`src/pkg/sequencer_cfg.svh`:
```
`ifndef SEQUENCER_CFG_SVH
`define SEQUENCER_CFG_SVH

// ==========================================================
// Opcodes handled by the sequencer
`define OPC_LOAD_ACC_IMM   8'ha6
`define OPC_JUMP_SUB_EXT   8'hcd
`define OPC_DEC_ACC        8'h4a
`define OPC_BRANCH_NONZERO 8'h26
`define OPC_RETURN_SUB     8'h81
`define OPC_STORE_ACC_DIR  8'hb7

// ==========================================================
// Addressing and reset values
`define DIRECT_PAGE_HIGH   8'h00
`define RESET_PROG_COUNTER 16'h0100
`define RESET_STACK_TOP    16'h00ff
`define RESET_ACC          8'h00

`endif

```
`src/pkg/sequencer_pkg.sv`:
```
package sequencer_pkg;

  // ========================================================
  // Processor cycle phases, one-hot
  typedef enum logic [15:0] {
    PH_FETCH    = 16'h0001,
    PH_OPERAND1 = 16'h0002,
    PH_OPERAND2 = 16'h0004,
    PH_BUILD    = 16'h0008,
    PH_PUSH_LO  = 16'h0010,
    PH_PUSH_HI  = 16'h0020,
    PH_EXEC1    = 16'h0040,
    PH_EXEC2    = 16'h0080,
    PH_BRANCH   = 16'h0100,
    PH_POP_INC1 = 16'h0200,
    PH_READ_HI  = 16'h0400,
    PH_POP_INC2 = 16'h0800,
    PH_READ_LO  = 16'h1000,
    PH_LOAD_PC  = 16'h2000,
    PH_FORM     = 16'h4000,
    PH_WRITE    = 16'h8000
  } phase_t;

  typedef enum logic {
    ALU_LOAD = 1'b0,
    ALU_DEC  = 1'b1
  } alu_op_t;

  // ========================================================
  // Memory request, one per processor cycle
  typedef struct packed {
    logic [15:0] addr;
    logic [7:0]  wdata;
    logic        rd;
    logic        wr;
  } cpu_bus_t;

  typedef struct packed {
    phase_t      phase;
    logic [7:0]  opcode;
    logic [7:0]  operand;
    logic [7:0]  hiByte;
    logic [15:0] progCounter;
    logic [15:0] stackPointer;
    logic [7:0]  acc;
    logic        flagN;
    logic        flagZ;
    cpu_bus_t    bus;
  } core_state_t;

endpackage : sequencer_pkg

```
`src/logic/acc_alu.sv`:
```
`timescale 1ns/1ps

module acc_alu
  import sequencer_pkg::*;
(
  input  wire alu_op_t    aluOp,
  input  wire logic [7:0] accIn,
  input  wire logic [7:0] dataIn,
  output logic      [7:0] result,
  output logic            neg,
  output logic            zero
);

  // ========================================================
  // Result and N/Z flags
  always_comb begin
    result = (aluOp == ALU_DEC) ? accIn - 8'h01 : dataIn;
    zero   = (result == 8'h00);
    neg    = result[7];
  end

endmodule : acc_alu

```
`src/logic/subroutine_call_sequencer.sv`:
```
// How it works
// - Immediate load fetches opcode, then loads the next program byte into accumulator.
// - Subroutine call reads target high byte then low byte, forms 16-bit address.
// - Call writes return low byte at stack pointer, then decrements stack pointer.
// - Call then writes return high byte at new location, decrements stack pointer again.
// - Saved return address is the byte after the three-byte call; then jump.
// - Decrement subtracts one from accumulator and takes exactly three cycles.
// - Branch fetches opcode and offset; adds sign-extended offset when zero flag clear.
// - When zero flag set, branch falls through to the following instruction.
// - Return takes six cycles: increment, read high, increment, read low, load counter.
// - Direct store takes four cycles: opcode, low address, then writes accumulator.
// - Direct address uses zero high byte and fetched operand low byte.
// - Load sets zero flag on zero value; negative follows the top bit.
// - Branch offset is signed two's complement, added only when condition holds.
`timescale 1ns/1ps
`include "sequencer_cfg.svh"

module subroutine_call_sequencer
  import sequencer_pkg::*;
#(
  parameter logic [15:0] RESET_PROG = `RESET_PROG_COUNTER,
  parameter logic [15:0] RESET_STACK = `RESET_STACK_TOP
)(
  input  wire logic        ref_clk,
  input  wire logic        sys_rst,
  input  wire logic [7:0]  memRdata,
  output cpu_bus_t         bus,
  output logic      [7:0]  acc,
  output logic      [15:0] progCounter,
  output logic      [15:0] stackPointer,
  output logic             flagN,
  output logic             flagZ,
  output logic             instrStart
);

  // ========================================================
  // Helpers
  function automatic cpu_bus_t busRead(input logic [15:0] addr);
    return '{addr: addr, wdata: 8'h00, rd: 1'b1, wr: 1'b0};
  endfunction : busRead

  function automatic cpu_bus_t busWrite(input logic [15:0] addr, input logic [7:0] data);
    return '{addr: addr, wdata: data, rd: 1'b0, wr: 1'b1};
  endfunction : busWrite

  function automatic logic [15:0] relTarget(input logic [15:0] base, input logic [7:0] off);
    return base + {{8{off[7]}}, off};
  endfunction : relTarget

  // ========================================================
  // State
  core_state_t s;
  core_state_t next_s;
  alu_op_t     aluOp;
  logic [7:0]  aluResult;
  logic        aluNeg;
  logic        aluZero;

  acc_alu u_alu (
    .aluOp  (aluOp),
    .accIn  (s.acc),
    .dataIn (memRdata),
    .result (aluResult),
    .neg    (aluNeg),
    .zero   (aluZero)
  );

  // ========================================================
  // Sequencing, one phase per processor cycle
  always_comb begin
    next_s = s;
    aluOp  = (s.phase == PH_EXEC2) ? ALU_DEC : ALU_LOAD;
    unique case (s.phase)
      PH_FETCH: begin
        next_s.opcode = memRdata;
        next_s.progCounter = s.progCounter + 16'h0001;
        next_s.bus = '0;
        unique case (memRdata)
          `OPC_LOAD_ACC_IMM, `OPC_JUMP_SUB_EXT, `OPC_BRANCH_NONZERO, `OPC_STORE_ACC_DIR: begin
            next_s.phase = PH_OPERAND1;
            next_s.bus = busRead(s.progCounter + 16'h0001);
          end
          `OPC_DEC_ACC:    next_s.phase = PH_EXEC1;
          `OPC_RETURN_SUB: next_s.phase = PH_POP_INC1;
          // Unknown opcodes are skipped as one-cycle no-ops
          default: begin
            next_s.phase = PH_FETCH;
            next_s.bus = busRead(s.progCounter + 16'h0001);
          end
        endcase
      end
      PH_OPERAND1: begin
        next_s.operand = memRdata;
        next_s.progCounter = s.progCounter + 16'h0001;
        next_s.bus = '0;
        next_s.phase = PH_FETCH;
        if (s.opcode == `OPC_LOAD_ACC_IMM) begin
          next_s.acc = aluResult;
          next_s.flagN = aluNeg;
          next_s.flagZ = aluZero;
          next_s.bus = busRead(s.progCounter + 16'h0001);
        end else if (s.opcode == `OPC_JUMP_SUB_EXT) begin
          next_s.hiByte = memRdata;
          next_s.phase = PH_OPERAND2;
          next_s.bus = busRead(s.progCounter + 16'h0001);
        end else if (s.opcode == `OPC_BRANCH_NONZERO) begin
          next_s.phase = PH_BRANCH;
        end else begin
          next_s.phase = PH_FORM;
        end
      end
      PH_OPERAND2: begin
        next_s.operand = memRdata;
        next_s.progCounter = s.progCounter + 16'h0001;
        next_s.bus = '0;
        next_s.phase = PH_BUILD;
      end
      PH_BUILD: begin
        next_s.bus = busWrite(s.stackPointer, s.progCounter[7:0]);
        next_s.phase = PH_PUSH_LO;
      end
      PH_PUSH_LO: begin
        next_s.stackPointer = s.stackPointer - 16'h0001;
        next_s.bus = busWrite(s.stackPointer - 16'h0001, s.progCounter[15:8]);
        next_s.phase = PH_PUSH_HI;
      end
      PH_PUSH_HI: begin
        next_s.stackPointer = s.stackPointer - 16'h0001;
        next_s.progCounter = {s.hiByte, s.operand};
        next_s.bus = busRead({s.hiByte, s.operand});
        next_s.phase = PH_FETCH;
      end
      PH_EXEC1: begin
        next_s.phase = PH_EXEC2;
      end
      PH_EXEC2: begin
        next_s.acc = aluResult;
        next_s.flagN = aluNeg;
        next_s.flagZ = aluZero;
        next_s.bus = busRead(s.progCounter);
        next_s.phase = PH_FETCH;
      end
      PH_BRANCH: begin
        if (!s.flagZ) begin
          next_s.progCounter = relTarget(s.progCounter, s.operand);
          next_s.bus = busRead(relTarget(s.progCounter, s.operand));
        end else begin
          next_s.bus = busRead(s.progCounter);
        end
        next_s.phase = PH_FETCH;
      end
      PH_POP_INC1: begin
        next_s.stackPointer = s.stackPointer + 16'h0001;
        next_s.bus = busRead(s.stackPointer + 16'h0001);
        next_s.phase = PH_READ_HI;
      end
      PH_READ_HI: begin
        next_s.hiByte = memRdata;
        next_s.bus = '0;
        next_s.phase = PH_POP_INC2;
      end
      PH_POP_INC2: begin
        next_s.stackPointer = s.stackPointer + 16'h0001;
        next_s.bus = busRead(s.stackPointer + 16'h0001);
        next_s.phase = PH_READ_LO;
      end
      PH_READ_LO: begin
        next_s.operand = memRdata;
        next_s.bus = '0;
        next_s.phase = PH_LOAD_PC;
      end
      PH_LOAD_PC: begin
        next_s.progCounter = {s.hiByte, s.operand};
        next_s.bus = busRead({s.hiByte, s.operand});
        next_s.phase = PH_FETCH;
      end
      PH_FORM: begin
        next_s.bus = busWrite({`DIRECT_PAGE_HIGH, s.operand}, s.acc);
        next_s.phase = PH_WRITE;
      end
      PH_WRITE: begin
        next_s.bus = busRead(s.progCounter);
        next_s.phase = PH_FETCH;
      end
      // Only a corrupted one-hot code lands here; restart at the counter
      default: begin
        next_s.bus = busRead(s.progCounter);
        next_s.phase = PH_FETCH;
      end
    endcase
  end

  always_ff @(posedge ref_clk or posedge sys_rst) begin
    if (sys_rst) begin
      s <= '{phase: PH_FETCH, opcode: 8'h00, operand: 8'h00, hiByte: 8'h00,
             progCounter: RESET_PROG, stackPointer: RESET_STACK, acc: `RESET_ACC,
             flagN: 1'b0, flagZ: 1'b0,
             bus: '{addr: RESET_PROG, wdata: 8'h00, rd: 1'b1, wr: 1'b0}};
    end else begin
      s <= next_s;
    end
  end

  // ========================================================
  // Outputs, all straight from the state register
  assign bus          = s.bus;
  assign acc          = s.acc;
  assign progCounter  = s.progCounter;
  assign stackPointer = s.stackPointer;
  assign flagN        = s.flagN;
  assign flagZ        = s.flagZ;
  // Fetch is bit 0 of the one-hot phase, so no decode sits in front of the pin
  assign instrStart   = s.phase[0];
endmodule : subroutine_call_sequencer

```
`config.mk`:
```
export PLATFORM = sky130hd
export DESIGN_NAME = subroutine_call_sequencer
export DESIGN_NICKNAME = d
export VERILOG_FILES = /design/src/pkg/sequencer_pkg.sv /design/src/logic/acc_alu.sv /design/src/logic/subroutine_call_sequencer.sv
export VERILOG_INCLUDE_DIRS = /design/src /design/src/pkg
export SDC_FILE = /design/constraint.sdc
export NUM_CORES = 1
export LEC_CHECK = 0
export ABC_AREA = 1
export BUFFER_PORTS_ARGS = -buffer_cell sky130_fd_sc_hd__buf_2
export CAP_MARGIN = 10
export CELL_PAD_IN_SITES_DETAIL_PLACEMENT = 0
export CELL_PAD_IN_SITES_GLOBAL_PLACEMENT = 1
export CORE_MARGIN = 2
export CORE_UTILIZATION = 44
export DETAILED_ROUTE_END_ITERATION = 10
export PLACE_DENSITY_LB_ADDON = 0.1
export SYNTH_ARGS = -nofsm -noshare
export SYNTH_HDL_FRONTEND = slang
export SYNTH_SLANG_ARGS = --single-unit
```
`constraint.sdc`:
```
create_clock -name ref_clk -period 4 [get_ports ref_clk]
set_input_delay 0.4 -clock ref_clk [delete_from_list [all_inputs] [get_ports ref_clk]]
set_output_delay 0.4 -clock ref_clk [all_outputs]
set_load 0.02 [all_outputs]
```
# Yosys cells after proc, flatten, opt, wreduce, memory -nomap -nowiden
# Index checks and enable logic that the tools add are counted.
[word_totals]
reg_bits = 108
latch_bits = 0
mem_bits_rw = 0
rom_bits = 0
in_bits = 10
output_inout_bits = 69
mem_count = 0
[op_classes]
n_addsub = 5
multipliers = 0
div_mod_pow = 0
n_lt_le_gt_ge = 0
n_eq_ne = 28
shift = 0
n_mux = 20
n_bitwise = 0
n_reduce_logical = 16
[op_table]
columns = ["cell", "n"]
rows = [
  ["$pmux 26 s10", 1],
  ["$pmux 16 s11", 1],
  ["$mux 26", 4],
  ["$eq 8x8->1 const B", 6],
  ["$mux 16", 3],
  ["$pmux 16 s3", 1],
  ["$add 16x1->16 const B", 2],
  ["$pmux 16 s2", 1],
  ["$pmux 10 s3", 1],
  ["$mux 8", 3],
  ["$pmux 10 s2", 1],
  ["$add 16x16->16", 1],
  ["$eq 16x1->1 const B", 1],
  ["$eq 16x10->1 const B", 1],
  ["$eq 16x11->1 const B", 1],
  ["$eq 16x12->1 const B", 1],
  ["$eq 16x13->1 const B", 1],
  ["$eq 16x14->1 const B", 1],
  ["$eq 16x15->1 const B", 1],
  ["$eq 16x2->1 const B", 1],
  ["$eq 16x3->1 const B", 1],
  ["$eq 16x4->1 const B", 1],
  ["$eq 16x5->1 const B", 1],
  ["$eq 16x6->1 const B", 1],
  ["20 further kinds", 32],
]

# Depth between registers and ports, before layout
[logic_depth]
word_depth = 6
depth_mapped = 17
depth_no_buf = 17

# Cells and area by module
# From an unflattened synthesis, not the netlist that was laid out.
[hier_totals]
cells_unflattened = 1384
area_unflattened_um2 = 9036.2
[by_module_without_submodules]
columns = ["mod", "n_inst", "cells_each", "area_each_um2", "seq_area_each_um2"]
rows = [
  ["subroutine_call_sequencer", 1, 1314, 8705.8, 2717.6],
  ["acc_alu", 1, 70, 330.3, 0.0],
]

# Worst setup path after synthesis
# OpenSTA, ideal clock, no wires.
[synth_path]
path_type = "register to register"
start = "register s, in the netlist progCounter[0]"
end = "register s, in the netlist bus[24]"
setup_time_ps = 114
t_arrival_ps = 1954
slack_ps = 1932
stages_incl_launch_ff = 18
path_buffers = 0
synth_period_minus_slack_ps = 2068
path_cell_list = "dfrtp_1 ha_1 inv_1 fa_1 inv_1 nand3_1 nand2_1 nand2_1 nand2_1 nand2_1 nand2_1 nand2_1 nand2_1 nor2_1 nor2_1 nand3_1 nand2_1 inv_1"
[synth_between]
elab_chain_len = 4
word_cells_on_any_way = 7
[synth_lines]
columns = ["item", "line_no", "rtl"]
rows = [
  ["from (decl)", "subroutine_call_sequencer.sv:52", "core_state_t s;"],
  ["from (signal assigned)", "subroutine_call_sequencer.sv:195", "s <= '{phase: PH_FETCH, opcode: 8'h00, operand: 8'h00, hiByte: 8'h00,"],
  ["from (signal assigned)", "subroutine_call_sequencer.sv:200", "s <= next_s;"],
  ["$add 16x1->16", "--", ""],
  ["$mux 26", "subroutine_call_sequencer.sv:102", "end else if (s.opcode == `OPC_JUMP_SUB_EXT) begin"],
  ["$mux 26", "subroutine_call_sequencer.sv:97", "if (s.opcode == `OPC_LOAD_ACC_IMM) begin"],
  ["$pmux 26 s10 (*)", "subroutine_call_sequencer.sv:73", "unique case (s.phase)"],
]
# Mark *: on every way between the ends. The rest lies on a longest branch, timed or not.
# A chain may end at the register's enable or synchronous reset.

# Final worst setup path
# Same ends and word-level chain as after synthesis.

==> flow_metrics.env <==
export IMPL_swShare_pct=51.3
export IMPL_stdcell_area_um2=9270
export IMPL_drv_cap=0
export IMPL_cts_tree="yes"
export IMPL_place_area_um2=8970
export IMPL_gp_congestion=0.930
export IMPL_fin_tns_setup_ns=0
export IMPL_die_height_um=146
export IMPL_period_share_pct=65.1
export IMPL_wire_per_inst_um=18.0
export IMPL_fin_nets=1378
export IMPL_cts_resized=0
export IMPL_drt_iter0_markers=623
export IMPL_yosysWarningCount=0
export IMPL_cts_sinks=107
export IMPL_path_clk_slew_ns=0.08
export IMPL_synth_adder_area_share_pct=2.89
export IMPL_powerDensity_nw_per_um2=622
export IMPL_vias=8645
export IMPL_tightest_slew_ns=0.885
export IMPL_areaGrowthSynthToFinish_pct=4.07
export IMPL_die_w_um=146
export IMPL_end_kind="flip-flop"
export IMPL_cts_root_buf="clkbuf_16"
export IMPL_cts_setup_buffers=0
export IMPL_power_frac_seq_pct=31.5
export IMPL_antenna_found_initial=0
export IMPL_final_common_cell="nand2_1"
export IMPL_drt_pass1_iterations=6
export IMPL_synthArstFlopShare_pct=100
export IMPL_grt_setup_unrepaired="false"
export IMPL_min_period_ns=2.61
export IMPL_cts_made_buffers=9
export IMPL_finalClockSkew_ns=0.0115
export IMPL_synth_fp_nets=1385
export IMPL_irDropWorstVdd_mv=0.255
export IMPL_route_detailed_drc=0
export IMPL_ant_nets=0
export IMPL_crit_type="reg2reg"
export IMPL_synth_top_family_by_area="simple AND/OR/NAND/NOR gates"
export IMPL_layout_common_cells="389 x nand2_1, 171 x nor2_1, 155 x inv_1"
export IMPL_routed_wirelength_um=29100
export IMPL_synth_seq_cells=107
export IMPL_report_final_hold_viol_count=0
export IMPL_hold_path_class="in2async"
export IMPL_synth_area_top_cells="dfrtp_1 27%, nand2_1 16%, nor2_1 7.2%"
export IMPL_drive_gt1_share_pct=12.1
export IMPL_port_buffers=78
export IMPL_synthDistinctLibCells=46
export IMPL_p_leak_nw=4.96
export IMPL_yosys_area_top_type_share_pct=26.7
export IMPL_syn_mean_instance_area_um2=6.58
export IMPL_grt_pass1_vias=8268
export IMPL_grt_max_degree=68
export IMPL_cpPeakStageDelay_ns=0.57
export IMPL_intPower_w=0.00281
export IMPL_clk_latency_ns=0.37
export IMPL_crit_path_frequent_cell="nand2_1"
export IMPL_core_area_um2=20000
export IMPL_report_final_slew_viol_count=0
export IMPL_muxShareOfSynthArea_pct=0.126
export IMPL_synth_edff_count=0
export IMPL_power_w=0.00576
export IMPL_cp_cell_sequence="ha_1 -> inv_1 -> fa_1 -> inv_1 -> nand3_1 -> nand2_1 -> nand2_1 -> nand2_1 -> nand2_1 -> nand2_1 -> nand2_1 -> nand2_1 -> nor2_1 -> nor2_1 -> nand3_1 -> nand2_1 -> inv_1"
export IMPL_via_per_inst=5.33
export IMPL_synth_simple_area_share_pct=38.1
export IMPL_synthCells=1355
export IMPL_ioPinCount=79
export IMPL_crit_arrival_ns=2.88
export IMPL_synth_compound_area_share_pct=10.6
export IMPL_initial_core_util_pct=44.5
export IMPL_setup_violations=0
export IMPL_seq_area_frac_synth_pct=30.2
export IMPL_synth_largest_area_cell="dfrtp_1"
export IMPL_dp_hpwl_um=22600
export IMPL_worstPathRequired_ns=4.27
export IMPL_critPathMaxFanout=9
export IMPL_finish_utilization_pct=46.3
export IMPL_grt_first_pass_wirelength_um=45900
export IMPL_relSlewSlack_pct=40.8
export IMPL_pwr_share_clk_pct=16.7
export IMPL_syn_area_um2=8910
export IMPL_die_area_um2=21400
export IMPL_grt_use_total_pct=27.6
export IMPL_antenna_cells=0
export IMPL_status="finished, final reports clean"
export IMPL_n_fill_cell=2259
export IMPL_htree_levels=3
export IMPL_synth_xor_area_share_pct=3.05
export IMPL_clock_path_buffers=2
export IMPL_synth_main_ff_cell="dfrtp_1"
export IMPL_p_sw_w=0.00295
export IMPL_cts_hold_buf=0
export IMPL_crit_slowest_cell="dfrtp_1"
export IMPL_row_count=52
export IMPL_fmax_mhz=384
export IMPL_p_comb_share_pct=51.9
export IMPL_startpoint_type="flip-flop"
export IMPL_grt_ovfl_total=0
==> cells by family (layout without fill, tap and decap cells) <==
family                     count (synthesis)  count (layout)
adders and majority gates                 20              20
AOI/OAI and AO/OA                        165             165
and+or+nand+nor                          766             766
muxes                                      1               1
DFF                                      107             107
xor gates and xnor gates                  31              31
buffers and inverters                    265             263
==> cell usage after synthesis (3+ instances only) <==
| cell | count |
|---|---|
| buf_4 | 70 |
| nor2_1 | 171 |
| nor2_4 | 7 |
| nand2_4 | 6 |
| and2_1 | 5 |
| o21ai_0 | 81 |
| o21ai_1 | 6 |
| nor3_2 | 3 |
| clkbuf_1 | 7 |
| a31oi_1 | 8 |
| nand3b_1 | 4 |
| nor3_1 | 19 |
| ha_1 | 19 |
| dfstp_2 | 12 |
| buf_6 | 8 |
| buf_2 | 14 |
| nand2_1 | 389 |
| xor2_1 | 27 |
| nand3_1 | 117 |
| nand4_1 | 18 |
| o22ai_1 | 9 |
| dfrtp_1 | 95 |
| xnor2_1 | 4 |
| a221o_1 | 8 |
| nor2_2 | 5 |
| o211ai_1 | 3 |
| o221ai_1 | 3 |
| nand2_2 | 6 |
| nand3_2 | 5 |
| inv_1 | 156 |
| or2_2 | 3 |
| o21bai_1 | 3 |
| nand3_4 | 4 |
| inv_2 | 6 |
| a21oi_1 | 38 |
==> sequential cells by signal (all words and copies together), names as in the netlist <==
name	count
stackPointer	16
flagZ	1
acc	8
bus	26
instrStart	1
s	39
progCounter	16
==> cell type report <==
class / count / area (µm²) / area share (%)
Timing Repair Buffer: 83 / 440 / 4.75
Multi-Input combinational cell: 983 / 4880 / 52.6
Inverter: 164 / 623 / 6.72
Sequential cell: 107 / 2690 / 29.0
Tap cell: 270 / 338 / 3.64
Clock inverter: 7 / 78.8 / 0.850
Clock buffer: 9 / 225 / 2.43
==> power groups by stage <==
| stage | logic (W) | clock network [W] | registers, W |
|---|---|---|---|
| 3_5_place_dp | 0.00296 | 0 | 0.00183 |
| 5_1_grt | 0.00339 | 0.00102 | 0.00185 |
| 6_report | 0.00299 | 0.000960 | 0.00182 |
| 4_1_cts | 0.00298 | 0.000973 | 0.00181 |
| 2_1_floorplan | 0.00249 | 0 | 0.00161 |
| 3_3_place_gp | 0.00297 | 0 | 0.00183 |
==> critical path, delay by kind of cell, from the launching register on <==
family,cells,cell delay [ns]
AND/OR/NAND/NOR,12,1.06
flip-flops,1,0.57
buffers and inverters,3,0.20
adder cells (fa/ha/maj),2,0.67
==> stage by stage <==
step           hold WS (ns)  cells  worst slack (ns)
5_1_grt               0.279   1623              1.14
3_5_place_dp          0.482   1607              1.48
2_1_floorplan         0.450   1355             0.803
4_1_cts               0.249   1623              1.45
3_3_place_gp          0.480   1607              1.43
6_report              0.206   1623              1.39
==> per-layer routing <==
layer  vias up  wire length, µm  global-route usage, %
li1       4270                -                      -
met1      4066            13300                   37.9
met2       252            13300                   44.2
met3        57             1390                   3.22
met4         0             1160                   12.0
met5         -                0                      0
==> path summary, 6_finish.rpt <==
path	start	endpoint	slack, ns	cells after the start
worst max-delay path	progCounter[0]	bus[24]	1.39	17
worst min-delay path	sys_rst	s[106]	0.21	2
worst max register to register	progCounter[0]	bus[24]	1.39	17
worst min register to register	bus[0]	bus[0]	0.50	2
max in group asynchronous	sys_rst	bus[18]	2.99	3
min in group ref_clk	memRdata[2]	s[86]	0.31	3
Power figures use the tool's default switching activity.
